## config.mk

```make
export PLATFORM = sky130hd
export DESIGN_NAME = qsmp_top
export DESIGN_NICKNAME = d
export VERILOG_FILES = /design/src/qsmp_pkg.sv /design/src/qsmp_top.sv
export SDC_FILE = /design/constraint.sdc
export NUM_CORES = 2
export LEC_CHECK = 0
export ABC_AREA = 0
export BUFFER_PORTS_ARGS = -buffer_cell sky130_fd_sc_hd__buf_2
export CAP_MARGIN = 15
export CORE_UTILIZATION = 38
export DETAILED_ROUTE_END_ITERATION = 8
export PLACE_DENSITY_LB_ADDON = 0.2
export SETUP_SLACK_MARGIN = 0.2
export SYNTH_ARGS = -nofsm -noshare
export SYNTH_HDL_FRONTEND = slang
export SYNTH_SLANG_ARGS = --single-unit
```

## constraint.sdc

```tcl
create_clock -name mclk -period 10.85 [get_ports mclk]
set_input_delay 2.7125 -clock mclk [delete_from_list [all_inputs] [get_ports mclk]]
set_output_delay 2.7125 -clock mclk [all_outputs]
set_load 0.01 [all_outputs]
```

## src/qsmp_pkg.sv

```systemverilog
package qsmp_pkg;

   // ==========================================================
   // register byte offsets (aligned 32-bit words)
   localparam logic [7:0] OFS_PIN_DIR = 8'h00;
   localparam logic [7:0] OFS_PIN_DATA = 8'h04;
   localparam logic [7:0] OFS_PIN_FUNC = 8'h08;
   localparam logic [7:0] OFS_MODE = 8'h0c;
   localparam logic [7:0] OFS_RUN = 8'h10;
   localparam logic [7:0] OFS_QPTR = 8'h14;
   localparam logic [7:0] OFS_DEBUG = 8'h18;
   localparam logic [7:0] OFS_STATUS = 8'h1c;
   localparam logic [7:0] OFS_TXQ = 8'h40;
   localparam logic [7:0] OFS_RXQ = 8'h80;
   localparam logic [7:0] OFS_CMDQ = 8'hc0;

   // ==========================================================
   // serial_mode_control fields
   localparam int MODE_MASTER = 15;
   localparam int MODE_WIRED_OR = 14;
   localparam int MODE_BITS_LSB = 10;
   localparam int MODE_CLOCK_POLARITY = 9;
   localparam int MODE_CLOCK_PHASE = 8;
   localparam int MODE_BAUD_LSB = 0;
   // run_and_delay_control fields
   localparam int RUN_ENABLE = 15;
   localparam int RUN_PRE_LSB = 8;
   localparam int RUN_POST_LSB = 0;
   // queue_pointer_control fields
   localparam int QP_FIE = 15;
   localparam int QP_WRAP_ENABLE = 14;
   localparam int QP_WRAP_TARGET = 13;
   localparam int QP_END_LSB = 8;
   localparam int QP_START_LSB = 0;
   // queue_status fields
   localparam int STAT_FIN = 7;
   localparam int STAT_CPTR_LSB = 0;

   // ==========================================================
   // reset values
   localparam logic [15:0] MODE_RESET = 16'h0004;
   localparam logic [15:0] RUN_RESET = 16'h0000;
   localparam logic [15:0] QPTR_RESET = 16'h0000;
   localparam logic [7:0] PIN_RESET = 8'h00;

   // ==========================================================
   // port pin positions
   localparam int PIN_MISO = 0;
   localparam int PIN_MOSI = 1;
   localparam int PIN_SCK = 2;
   localparam int PIN_PCS_LSB = 3;

   // ==========================================================
   // timing and lengths, in system clock cycles and bits
   localparam logic [7:0] MIN_HALF_CYCLES = 8'h02;
   localparam int POST_UNIT_SHIFT = 5;
   localparam logic [4:0] DEFAULT_LEN = 5'h08;
   localparam logic [4:0] MAX_LEN = 5'h10;

   // ==========================================================
   // bus answers
   localparam logic [1:0] RESP_OKAY = 2'h0;
   localparam logic [1:0] RESP_SLVERR = 2'h2;

   // ==========================================================
   // types
   typedef struct packed {
      logic keep_select;
      logic length_select_en;
      logic post_transfer_delay_en;
      logic pre_clock_delay_en;
      logic [3:0] periph_select_n;
   } qsmp_cmd_s;

   typedef enum logic [2:0] {
      QSMP_IDLE = 3'h0,
      QSMP_LOAD = 3'h1,
      QSMP_SHIFT = 3'h2,
      QSMP_HOLD = 3'h3,
      QSMP_POST = 3'h4
   } qsmp_state_e;

   typedef struct packed {
      logic awvalid;
      logic [7:0] awaddr;
      logic wvalid;
      logic [31:0] wdata;
      logic [3:0] wstrb;
      logic bready;
      logic arvalid;
      logic [7:0] araddr;
      logic rready;
   } qsmp_axi_req_s;

   typedef struct packed {
      logic awready;
      logic wready;
      logic bvalid;
      logic [1:0] bresp;
      logic arready;
      logic rvalid;
      logic [31:0] rdata;
      logic [1:0] rresp;
   } qsmp_axi_rsp_s;

endpackage

```

## src/qsmp_top.sv

```systemverilog
// Chosen here: the AXI4-Lite register port and the address map.
`timescale 1ns/100ps
module qsmp_top #(
   parameter int QUEUE_DEPTH = 16
) (
   // clock and reset
   input wire logic mclk,
   input wire logic rst_b,
   // register bus
   input wire qsmp_pkg::qsmp_axi_req_s axi_req,
   output qsmp_pkg::qsmp_axi_rsp_s axi_rsp,
   // port pins
   input wire logic [7:0] pin_in,
   output logic [7:0] pin_out,
   output logic [7:0] pin_oe_n,
   // completion interrupt
   output logic finish_irq
);

   // ==========================================================
   // elaboration check
   initial begin
      if (QUEUE_DEPTH != 16) begin
         $error("qsmp_top: queue decode serves exactly sixteen entries");
      end
   end

   // ==========================================================
   // state record
   typedef struct packed {
      qsmp_pkg::qsmp_state_e st;
      logic [QUEUE_DEPTH-1:0][15:0] txq;
      logic [QUEUE_DEPTH-1:0][15:0] rxq;
      logic [QUEUE_DEPTH-1:0][7:0] cmdq;
      logic [7:0] ddr;
      logic [7:0] pdr;
      logic [7:0] par;
      logic [7:0] dbg;
      logic [15:0] mode;
      logic [15:0] rdc;
      logic [15:0] qpc;
      logic fin;
      logic [3:0] cptr;
      logic [3:0] ptr;
      logic [7:0] sync1;
      logic [7:0] sync2;
      logic [12:0] cnt;
      logic [4:0] edges;
      logic [4:0] len;
      logic [15:0] sh;
      logic [15:0] rxsh;
      logic sck;
      logic mosi;
      logic [3:0] pcs;
      logic keep;
      logic post_en;
      logic [7:0] pin_out;
      logic [7:0] pin_oe_n;
      logic irq;
      logic aw_held;
      logic [7:0] awaddr_h;
      logic w_held;
      logic [31:0] wdata_h;
      logic [3:0] wstrb_h;
      qsmp_pkg::qsmp_axi_rsp_s rsp;
   } qsmp_regs_s;

   qsmp_regs_s s;
   qsmp_regs_s n;

   // ==========================================================
   // helpers
   function automatic logic [15:0] merge16(input logic [15:0] old, input logic [31:0] d, input logic [3:0] b);
      merge16 = old;
      if (b[0]) begin
         merge16[7:0] = d[7:0];
      end
      if (b[1]) begin
         merge16[15:8] = d[15:8];
      end
   endfunction

   // length field 0 means 16; values under 8 fall back to 8
   function automatic logic [4:0] len_of(input logic [3:0] bits, input logic lse);
      if (!lse) begin
         len_of = qsmp_pkg::DEFAULT_LEN;
      end else if (bits == 4'h0) begin
         len_of = qsmp_pkg::MAX_LEN;
      end else if ({1'b0, bits} < qsmp_pkg::DEFAULT_LEN) begin
         len_of = qsmp_pkg::DEFAULT_LEN;
      end else begin
         len_of = {1'b0, bits};
      end
   endfunction

   function automatic logic in_region(input logic [7:0] a, input logic [7:0] base);
      in_region = (a[7:6] == base[7:6]);
   endfunction

   // ==========================================================
   // decoded views of the current state
   qsmp_pkg::qsmp_cmd_s cur_cmd;
   logic run_ok;
   logic [7:0] baud;
   logic [7:0] half;
   logic [3:0] start_ptr;
   logic [3:0] end_ptr;
   logic [3:0] def_cs;
   logic xfer_done;
   logic at_end;
   logic wr_go;
   logic clr_fin;

   assign cur_cmd = qsmp_pkg::qsmp_cmd_s'(s.cmdq[s.ptr]);
   assign run_ok = s.rdc[qsmp_pkg::RUN_ENABLE] & s.mode[qsmp_pkg::MODE_MASTER];
   assign baud = s.mode[qsmp_pkg::MODE_BAUD_LSB +: 8];
   // a divider below two would beat the quarter-rate ceiling
   assign half = (baud < qsmp_pkg::MIN_HALF_CYCLES) ? qsmp_pkg::MIN_HALF_CYCLES : baud;
   assign start_ptr = s.qpc[qsmp_pkg::QP_START_LSB +: 4];
   assign end_ptr = s.qpc[qsmp_pkg::QP_END_LSB +: 4];
   assign def_cs = s.pdr[qsmp_pkg::PIN_PCS_LSB +: 4];
   assign xfer_done = (s.st == qsmp_pkg::QSMP_HOLD) && run_ok && (s.cnt <= 13'h0001);
   assign at_end = (s.ptr == end_ptr);
   assign wr_go = s.aw_held & s.w_held & ~s.rsp.bvalid;
   assign clr_fin = wr_go && (s.awaddr_h == qsmp_pkg::OFS_STATUS) && s.wstrb_h[0] && s.wdata_h[qsmp_pkg::STAT_FIN];

   // ==========================================================
   // next-state logic
   always_comb begin
      logic [31:0] rd;
      logic rd_ok;
      logic fin_set;
      logic [4:0] ln;
      logic [7:0] ser;
      logic drive;
      logic val;
      logic [3:0] idx;
      rd = 32'h0000_0000;
      rd_ok = 1'b1;
      fin_set = 1'b0;
      ln = qsmp_pkg::DEFAULT_LEN;
      ser = 8'h00;
      drive = 1'b0;
      val = 1'b0;
      idx = 4'h0;
      n = s;

      // pins pass two flops before any logic looks at them
      n.sync1 = pin_in;
      n.sync2 = s.sync1;

      // queue engine; losing run or master aborts at once
      if (s.st != qsmp_pkg::QSMP_IDLE && !run_ok) begin
         n.st = qsmp_pkg::QSMP_IDLE;
         n.sck = s.mode[qsmp_pkg::MODE_CLOCK_POLARITY];
      end else begin
         case (s.st)
            qsmp_pkg::QSMP_IDLE: begin
               n.sck = s.mode[qsmp_pkg::MODE_CLOCK_POLARITY];
               if (!s.keep) begin
                  n.pcs = def_cs;
               end
               if (run_ok) begin
                  n.ptr = start_ptr;
                  n.st = qsmp_pkg::QSMP_LOAD;
               end
            end
            qsmp_pkg::QSMP_LOAD: begin
               ln = len_of(s.mode[qsmp_pkg::MODE_BITS_LSB +: 4], cur_cmd.length_select_en);
               n.len = ln;
               n.pcs = cur_cmd.periph_select_n;
               n.keep = cur_cmd.keep_select;
               n.post_en = cur_cmd.post_transfer_delay_en;
               n.sh = s.txq[s.ptr] << (qsmp_pkg::MAX_LEN - ln);
               n.rxsh = 16'h0000;
               n.edges = 5'h00;
               // lead time runs from the cycle the selects appear
               if (cur_cmd.pre_clock_delay_en) begin
                  n.cnt = {6'h00, s.rdc[qsmp_pkg::RUN_PRE_LSB +: 7]};
               end else begin
                  n.cnt = {5'h00, half};
               end
               if (!s.mode[qsmp_pkg::MODE_CLOCK_PHASE]) begin
                  n.mosi = n.sh[15];
                  n.sh = {n.sh[14:0], 1'b0};
               end
               n.st = qsmp_pkg::QSMP_SHIFT;
            end
            qsmp_pkg::QSMP_SHIFT: begin
               if (s.cnt > 13'h0001) begin
                  n.cnt = s.cnt - 13'h0001;
               end else begin
                  n.sck = ~s.sck;
                  n.cnt = {5'h00, half};
                  n.edges = s.edges + 5'h01;
                  // leading edge samples for phase 0, launches for phase 1
                  if (s.edges[0] == s.mode[qsmp_pkg::MODE_CLOCK_PHASE]) begin
                     n.rxsh = {s.rxsh[14:0], s.sync2[qsmp_pkg::PIN_MISO]};
                  end else begin
                     n.mosi = s.sh[15];
                     n.sh = {s.sh[14:0], 1'b0};
                  end
                  if (s.edges == 5'({s.len, 1'b0} - 6'h01)) begin
                     n.st = qsmp_pkg::QSMP_HOLD;
                  end
               end
            end
            qsmp_pkg::QSMP_HOLD: begin
               if (s.cnt > 13'h0001) begin
                  n.cnt = s.cnt - 13'h0001;
               end else begin
                  n.rxq[s.ptr] = s.rxsh;
                  n.cptr = s.ptr;
                  if (!s.keep) begin
                     n.pcs = def_cs;
                  end
                  if (at_end) begin
                     fin_set = 1'b1;
                     if (s.qpc[qsmp_pkg::QP_WRAP_ENABLE]) begin
                        n.ptr = s.qpc[qsmp_pkg::QP_WRAP_TARGET] ? start_ptr : 4'h0;
                     end else begin
                        n.rdc[qsmp_pkg::RUN_ENABLE] = 1'b0;
                     end
                  end else begin
                     n.ptr = s.ptr + 4'h1;
                  end
                  if (s.post_en) begin
                     n.cnt = 13'({s.rdc[qsmp_pkg::RUN_POST_LSB +: 8], 5'h00});
                  end else begin
                     n.cnt = 13'h0001;
                  end
                  n.st = qsmp_pkg::QSMP_POST;
               end
            end
            qsmp_pkg::QSMP_POST: begin
               if (s.cnt > 13'h0001) begin
                  n.cnt = s.cnt - 13'h0001;
               end else begin
                  n.st = qsmp_pkg::QSMP_LOAD;
               end
            end
            default: begin
               n.st = qsmp_pkg::QSMP_IDLE;
            end
         endcase
      end

      // write channel: address and data taken in either order
      if (axi_req.awvalid && s.rsp.awready) begin
         n.aw_held = 1'b1;
         n.awaddr_h = {axi_req.awaddr[7:2], 2'h0};
      end
      if (axi_req.wvalid && s.rsp.wready) begin
         n.w_held = 1'b1;
         n.wdata_h = axi_req.wdata;
         n.wstrb_h = axi_req.wstrb;
      end
      if (s.rsp.bvalid && axi_req.bready) begin
         n.rsp.bvalid = 1'b0;
      end
      // software writes land after the engine so a rewrite of run wins
      if (wr_go) begin
         n.aw_held = 1'b0;
         n.w_held = 1'b0;
         n.rsp.bvalid = 1'b1;
         n.rsp.bresp = qsmp_pkg::RESP_OKAY;
         idx = s.awaddr_h[5:2];
         if (s.awaddr_h == qsmp_pkg::OFS_PIN_DIR) begin
            n.ddr = 8'(merge16({8'h00, s.ddr}, s.wdata_h, s.wstrb_h));
         end else if (s.awaddr_h == qsmp_pkg::OFS_PIN_DATA) begin
            n.pdr = 8'(merge16({8'h00, s.pdr}, s.wdata_h, s.wstrb_h));
         end else if (s.awaddr_h == qsmp_pkg::OFS_PIN_FUNC) begin
            n.par = 8'(merge16({8'h00, s.par}, s.wdata_h, s.wstrb_h));
         end else if (s.awaddr_h == qsmp_pkg::OFS_MODE) begin
            n.mode = merge16(s.mode, s.wdata_h, s.wstrb_h);
         end else if (s.awaddr_h == qsmp_pkg::OFS_RUN) begin
            n.rdc = merge16(s.rdc, s.wdata_h, s.wstrb_h);
         end else if (s.awaddr_h == qsmp_pkg::OFS_QPTR) begin
            n.qpc = merge16(s.qpc, s.wdata_h, s.wstrb_h);
         end else if (s.awaddr_h == qsmp_pkg::OFS_DEBUG) begin
            n.dbg = 8'(merge16({8'h00, s.dbg}, s.wdata_h, s.wstrb_h));
         end else if (s.awaddr_h == qsmp_pkg::OFS_STATUS) begin
            if (clr_fin) begin
               n.fin = 1'b0;
            end
         end else if (in_region(s.awaddr_h, qsmp_pkg::OFS_TXQ)) begin
            n.txq[idx] = merge16(s.txq[idx], s.wdata_h, s.wstrb_h);
         end else if (in_region(s.awaddr_h, qsmp_pkg::OFS_CMDQ)) begin
            n.cmdq[idx] = 8'(merge16({8'h00, s.cmdq[idx]}, s.wdata_h, s.wstrb_h));
         end else begin
            n.rsp.bresp = qsmp_pkg::RESP_SLVERR;
         end
      end
      // a completion in the clearing cycle keeps the flag set
      if (fin_set) begin
         n.fin = 1'b1;
      end
      n.rsp.awready = ~n.aw_held;
      n.rsp.wready = ~n.w_held;

      // read channel, one outstanding answer
      if (s.rsp.rvalid && axi_req.rready) begin
         n.rsp.rvalid = 1'b0;
      end
      if (axi_req.arvalid && s.rsp.arready) begin
         idx = axi_req.araddr[5:2];
         if ({axi_req.araddr[7:2], 2'h0} == qsmp_pkg::OFS_PIN_DIR) begin
            rd = {24'h0, s.ddr};
         end else if ({axi_req.araddr[7:2], 2'h0} == qsmp_pkg::OFS_PIN_DATA) begin
            rd = {24'h0, (s.ddr & s.pdr) | (~s.ddr & s.sync2)};
         end else if ({axi_req.araddr[7:2], 2'h0} == qsmp_pkg::OFS_PIN_FUNC) begin
            rd = {24'h0, s.par};
         end else if ({axi_req.araddr[7:2], 2'h0} == qsmp_pkg::OFS_MODE) begin
            rd = {16'h0, s.mode};
         end else if ({axi_req.araddr[7:2], 2'h0} == qsmp_pkg::OFS_RUN) begin
            rd = {16'h0, s.rdc};
         end else if ({axi_req.araddr[7:2], 2'h0} == qsmp_pkg::OFS_QPTR) begin
            rd = {16'h0, s.qpc};
         end else if ({axi_req.araddr[7:2], 2'h0} == qsmp_pkg::OFS_DEBUG) begin
            rd = {24'h0, s.dbg};
         end else if ({axi_req.araddr[7:2], 2'h0} == qsmp_pkg::OFS_STATUS) begin
            rd[qsmp_pkg::STAT_FIN] = s.fin;
            rd[qsmp_pkg::STAT_CPTR_LSB +: 4] = s.cptr;
         end else if (in_region(axi_req.araddr, qsmp_pkg::OFS_TXQ)) begin
            rd = {16'h0, s.txq[idx]};
         end else if (in_region(axi_req.araddr, qsmp_pkg::OFS_RXQ)) begin
            rd = {16'h0, s.rxq[idx]};
         end else if (in_region(axi_req.araddr, qsmp_pkg::OFS_CMDQ)) begin
            rd = {24'h0, s.cmdq[idx]};
         end else begin
            rd_ok = 1'b0;
         end
         n.rsp.rvalid = 1'b1;
         n.rsp.rdata = rd;
         n.rsp.rresp = rd_ok ? qsmp_pkg::RESP_OKAY : qsmp_pkg::RESP_SLVERR;
      end
      n.rsp.arready = ~n.rsp.rvalid;

      // pin drivers; miso and the spare pin carry no serial output
      ser = n.pdr;
      ser[qsmp_pkg::PIN_MOSI] = n.mosi;
      ser[qsmp_pkg::PIN_SCK] = n.sck;
      ser[qsmp_pkg::PIN_PCS_LSB +: 4] = n.pcs;
      for (int i = 0; i < 8; i++) begin
         val = n.par[i] ? ser[i] : n.pdr[i];
         drive = n.ddr[i];
         // as slave this block never drives the serial pins
         if (n.par[i] && !n.mode[qsmp_pkg::MODE_MASTER]) begin
            drive = 1'b0;
         end
         if (n.par[i] && n.mode[qsmp_pkg::MODE_WIRED_OR] && val) begin
            drive = 1'b0;
         end
         n.pin_out[i] = val;
         n.pin_oe_n[i] = ~drive;
      end
      n.irq = n.fin & n.qpc[qsmp_pkg::QP_FIE];
   end

   // ==========================================================
   // state register
   always_ff @(posedge mclk or negedge rst_b) begin
      if (!rst_b) begin
         s <= '0;
         s.st <= qsmp_pkg::QSMP_IDLE;
         s.mode <= qsmp_pkg::MODE_RESET;
         s.rdc <= qsmp_pkg::RUN_RESET;
         s.qpc <= qsmp_pkg::QPTR_RESET;
         s.ddr <= qsmp_pkg::PIN_RESET;
         s.pin_oe_n <= 8'hff;
      end else begin
         s <= n;
      end
   end

   assign axi_rsp = s.rsp;
   assign pin_out = s.pin_out;
   assign pin_oe_n = s.pin_oe_n;
   assign finish_irq = s.irq;
endmodule

```

### Word-level counts from Yosys, hierarchy flattened

Index checks and enable logic that the tools add are counted.

| operators by class | value |
|---|---|
| eq/ne operators | 39 |
| multiplexer cells | 206 |
| reduce and logical (&&, ||, !) cells | 63 |
| $add $sub $neg | 5 |
| order comparisons | 8 |
| shift operators | 1 |
| bitwise logic cells | 32 |

Operator list:

| cell | number |
|---|---|
| bitwise mux 256 bit | 2 |
| two-way mux 8 bit | 58 |
| binary-select mux 16 bit (select 4 bit) | 4 |
| two-way mux 16 bit | 14 |
| two-way mux 32 bit | 7 |
| bitwise mux 128 bit | 1 |
| demux 16 bit (select 4 bit) | 2 |
| binary-select mux 8 bit (select 4 bit) | 3 |
| two-way mux 81 bit | 1 |
| two-way mux 73 bit | 1 |
| two-way mux 65 bit | 1 |
| one-hot mux 32 bit (2 select lines) | 1 |
| two-way mux 57 bit | 1 |
| two-way mux 1 bit | 56 |
| two-way mux 13 bit | 4 |
| one-hot mux 13 bit (4 select lines) | 1 |
| equality test 6 x 3 -> 1 bit, second input constant | 8 |
| two-way mux 37 bit | 1 |
| two-way mux 4 bit | 9 |
| logical AND 1 bit | 35 |
| two-way mux 35 bit | 1 |
| two-way mux 34 bit | 1 |
| two-way mux 33 bit | 1 |
| demux 8 bit (select 4 bit) | 1 |
| other kinds (59) | 140 |

| storage, ports and cells | value |
|---|---|
| register bits after elaboration | 912 |
| logic and storage cells | 447 |
| bits of input ports | 67 |
| output and inout port bits | 58 |

### Logic depth before layout (Yosys ltp)

| depth | value |
|---|---|
| depth in word-level cells | 20 |
| mapped depth | 16 |

### Least setup slack after synthesis

No wires, ideal clock.

| timing | value |
|---|---|
| kind | input to register |
| from | input axi_req[3] (netlist name) |
| to | register s (netlist bit axi_rsp[6]) |
| cell stages on the path | 10 |
| slack | 5.236 ns |
| buffers on the path | 4 |
| arrival | 5.479 ns |
| required time | 10.715 ns |
| cells stage by stage | buf_2 buf_2 buf_4 buf_1 mux4_2 mux4_2 a22oi_1 o21ai_0 a221oi_1 o21ai_0 |

| on the way | value |
|---|---|
| longest elaborated chain between the ends | 13 |
| elaborated cells on any way between the ends | 25 |

Ends and longest elaborated chain:

| element | line | RTL |
|---|---|---|
| start: declaration | qsmp_top.sv:10 | `input wire qsmp_pkg::qsmp_axi_req_s axi_req,` |
| binary-select mux 8 bit (select 4 bit) | qsmp_top.sv:329 | `rd = {24'h0, s.cmdq[idx]};` |
| two-way mux 8 bit (implied by the code) | qsmp_top.sv:329 |  |
| two-way mux 8 bit | qsmp_top.sv:328 | `end else if (in_region(axi_req.araddr, qsmp_pkg::OFS_CMDQ)) begin` |
| two-way mux 16 bit | qsmp_top.sv:326 | `end else if (in_region(axi_req.araddr, qsmp_pkg::OFS_RXQ)) begin` |
| two-way mux 16 bit | qsmp_top.sv:324 | `end else if (in_region(axi_req.araddr, qsmp_pkg::OFS_TXQ)) begin` |
| two-way mux 3 bit | qsmp_top.sv:321 | `end else if ({axi_req.araddr[7:2], 2'h0} == qsmp_pkg::OFS_STATUS) begin` |
| two-way mux 32 bit | qsmp_top.sv:319 | `end else if ({axi_req.araddr[7:2], 2'h0} == qsmp_pkg::OFS_DEBUG) begin` |
| two-way mux 32 bit | qsmp_top.sv:317 | `end else if ({axi_req.araddr[7:2], 2'h0} == qsmp_pkg::OFS_QPTR) begin` |
| two-way mux 32 bit | qsmp_top.sv:315 | `end else if ({axi_req.araddr[7:2], 2'h0} == qsmp_pkg::OFS_RUN) begin` |
| two-way mux 32 bit | qsmp_top.sv:313 | `end else if ({axi_req.araddr[7:2], 2'h0} == qsmp_pkg::OFS_MODE) begin` |
| two-way mux 32 bit | qsmp_top.sv:311 | `end else if ({axi_req.araddr[7:2], 2'h0} == qsmp_pkg::OFS_PIN_FUNC) begin` |
| two-way mux 32 bit | qsmp_top.sv:309 | `end else if ({axi_req.araddr[7:2], 2'h0} == qsmp_pkg::OFS_PIN_DATA) begin` |
| two-way mux 32 bit (*) | qsmp_top.sv:307 | `if ({axi_req.araddr[7:2], 2'h0} == qsmp_pkg::OFS_PIN_DIR) begin` |
| end signal: assignment | qsmp_top.sv:372 | `s <= n;` |
| end: declaration | qsmp_top.sv:68 | `qsmp_regs_s s;` |

Every way passes the cells marked *; elsewhere a longest branch is shown, timed or not. The select of a mux whose other input is x is not followed.
A chain may end at the register's enable or synchronous reset.

### Final worst setup path

| timing | value |
|---|---|
| from | input axi_req[4] (netlist name) |
| to | register s (netlist bit axi_rsp[6]) |

Same word-level chain as after synthesis.

==> flow_metrics.tcl <==
set metrics [dict create \
    outcome "finished, final reports clean" \
    internal_power_mw 7.70 \
    row_count 128 \
    p_seq_frac 0.390 \
    floorplan.die_area_mm2 0.125 \
    drc 0 \
    dpl.hpwl_mm 89.1 \
    synthFlopType "dfrtp_1" \
    maxCapViolCount 0 \
    drt-pass1-iter-count 7 \
    ios 125 \
    wire_per_inst_um 27.0 \
    yosysWarnings 0 \
    cp_max_fo 71 \
    initial_core_util 0.384 \
    power_density_mw_per_mm2 229 \
    synthDistinctLibCells 77 \
    grt_pass1_vias 30800 \
    place.gp.congestion 0.885 \
    met2_length_mm 67.5 \
    tns_ps 0 \
    htree_num_levels 3 \
    ant_nets 0 \
    min_period_ps 5780 \
    worstMarginPinSlew_ps 1130 \
    synth.yosys.seq_area_share 0.465 \
    cts_tree "yes" \
    setup.worst_path.end_class "flop" \
    cts_resized 0 \
    antenna_found_initial 8 \
    rsz0062_at_grt "false" \
    grt_pass1_wl_mm 217 \
    hold_viol 0 \
    cts_setup_buffers 0 \
    synth_edf_count 0 \
    wl_met3_mm 8.61 \
    start_kind "primary input" \
    cts_buffers 99 \
    hold_buffers 0 \
    hp-class "flop to flop" \
    dr.first_iter.drc_count 3063 \
    final_max_slew_viol_count 0 \
    peakVddDrop_mv 0.319 \
    clock-sinks 874 \
    core_area_mm2 0.122 \
    p_sw_mw 4.21 \
    post-route-period-util 0.533 \
    num_vias 31300 \
    wl_mm 145 \
    die_h_um 354 \
    p_total_mw 11.9 \
    grt_usage 0.233 \
    path_clk_slew_ps 60 \
    area_delta_synth_final_pct 10.6 \
    drt-met1-wl_mm 64.1 \
    io_buffers 84 \
    layout_common_cells "dfrtp_1, mux4_2, nor2_1" \
    grt_max_degree 166 \
    nets 3744 \
    critPathRequiredTime_ps 11430 \
    final.setup_skew_ps 36.1 \
    fmax_ghz 0.173 \
    finalSetupViolations 0 \
    clock_latency_ps 710 \
    cp_data_arrival_time_ps 6360 \
    async_reset_ff_frac 1.00 \
    fill_cells 11300 \
    grt_overflow 0 \
    clock_power_share 0.297 \
    final_common_cell "dfrtp_1" \
    root_buffer "clkbuf_16" \
    via_per_inst 5.83 \
    top_layer "met5" \
    die_width_um 354 \
    switching_share 0.353 \
    clock_path_buffers 3 \
    slew_headroom 0.249 \
    setup.worst_path.class "primary input to flop" \
    combPwrFrac 0.312 \
    postSynthCellCount 3762 \
    leakagePower_nw 22.7 \
    syn_area_mm2 0.0470 \
    ys_seq_elements 874 \
    syn_avg_cell_area_um2 12.5 \
    drive_gt1_frac 0.324 \
]
==> layer usage <==
layer / global-route usage / vias to the layer above
met2: 0.358 / 972
met3: 0.0344 / 197
met1: 0.336 / 16400
met5: 0 / -
met4: 0.0836 / 4
li1: - / 13800
==> cell usage after synthesis, types with 40 or more instances <==
cell type / number / area (µm²)
mux4_2: 429 / 9660
mux2_4: 75 / 1130
dfrtp_1: 865 / 21600
o21ai_0: 224 / 1120
buf_4: 65 / 488
a21oi_1: 325 / 1630
nor2_1: 335 / 1260
buf_1: 40 / 150
nand2_1: 285 / 1070
buf_2: 49 / 245
mux2_2: 296 / 3330
clkbuf_1: 212 / 796
inv_1: 47 / 176
mux2i_1: 52 / 521
==> power groups by stage <==
stage	combinational (mW)	clock (mW)	sequential (mW)
final	3.72	3.54	4.65
after global routing	3.99	3.74	4.75
after detailed placement	3.71	0	4.69
after CTS	3.71	3.61	4.64
after global placement	3.67	0	4.67
after floorplan	2.71	0	4.34
==> kinds of logic after synthesis <==
group                      synth area share
xor gates and xnor gates            0.00317
muxes                                 0.312
other                             0.0000797
and+or+nand+nor                      0.0789
buffers and inverters                0.0441
adders and majority gates           0.00239
DFF                                   0.465
AOI/OAI and AO/OA                    0.0937
==> worst max-delay path, stage by stage <==
cell,delay (ps)
clkbuf_8,570
buf_4,800
mux4_2,440
mux4_2,570
mux2_2,300
a22oi_1,310
o21ai_0,160
a221oi_1,340
o21ai_0,120
==> through the flow <==
stage	cell area, µm²	setup slack, ps	hold WS (ps)	utilization	std cells
6_report	52000	5070	349	0.425	5374
5_1_grt	52000	4960	360	0.425	5372
4_1_cts	51900	5120	353	0.424	5362
3_5_place_dp	48500	4350	339	0.396	5183
3_3_place_gp	48500	4340	332	0.396	5181
2_1_floorplan	47100	5240	331	-	3779
==> worst paths after layout <==
kind	from	to	slack [ps]	cells after the start
max	axi_req[4]	axi_rsp[6]	5070	9
min	n[168]	s[168]	350	0
max reg2reg	s[183]	pin_oe_n[1]	5810	12
min reg2reg	n[168]	s[168]	350	0
max in group asynchronous	rst_b	s[567]	6860	3
min in group asynchronous	rst_b	s[389]	2040	1
==> area by class of cell <==
type	instances	area [µm²]	area share
diodes	3	7.51	0.000144
clock buffers	133	2840	0.0545
clock inverters	46	599	0.0115
inverters	49	184	0.00354
repair buffers	172	1190	0.0229
well taps	1625	2030	0.0391
multi-input cells	2472	23300	0.447
flip-flops and latches	874	21900	0.421
==> flip-flops by register name, summed over array words and instances, names as in the netlist <==
name and count:
pin_out 7, n 8, end_ptr 4, axi_rsp 23, def_cs 4, finish_irq 1
s 811, pin_oe_n 8, baud 8
Power figures use the tool's default switching activity.
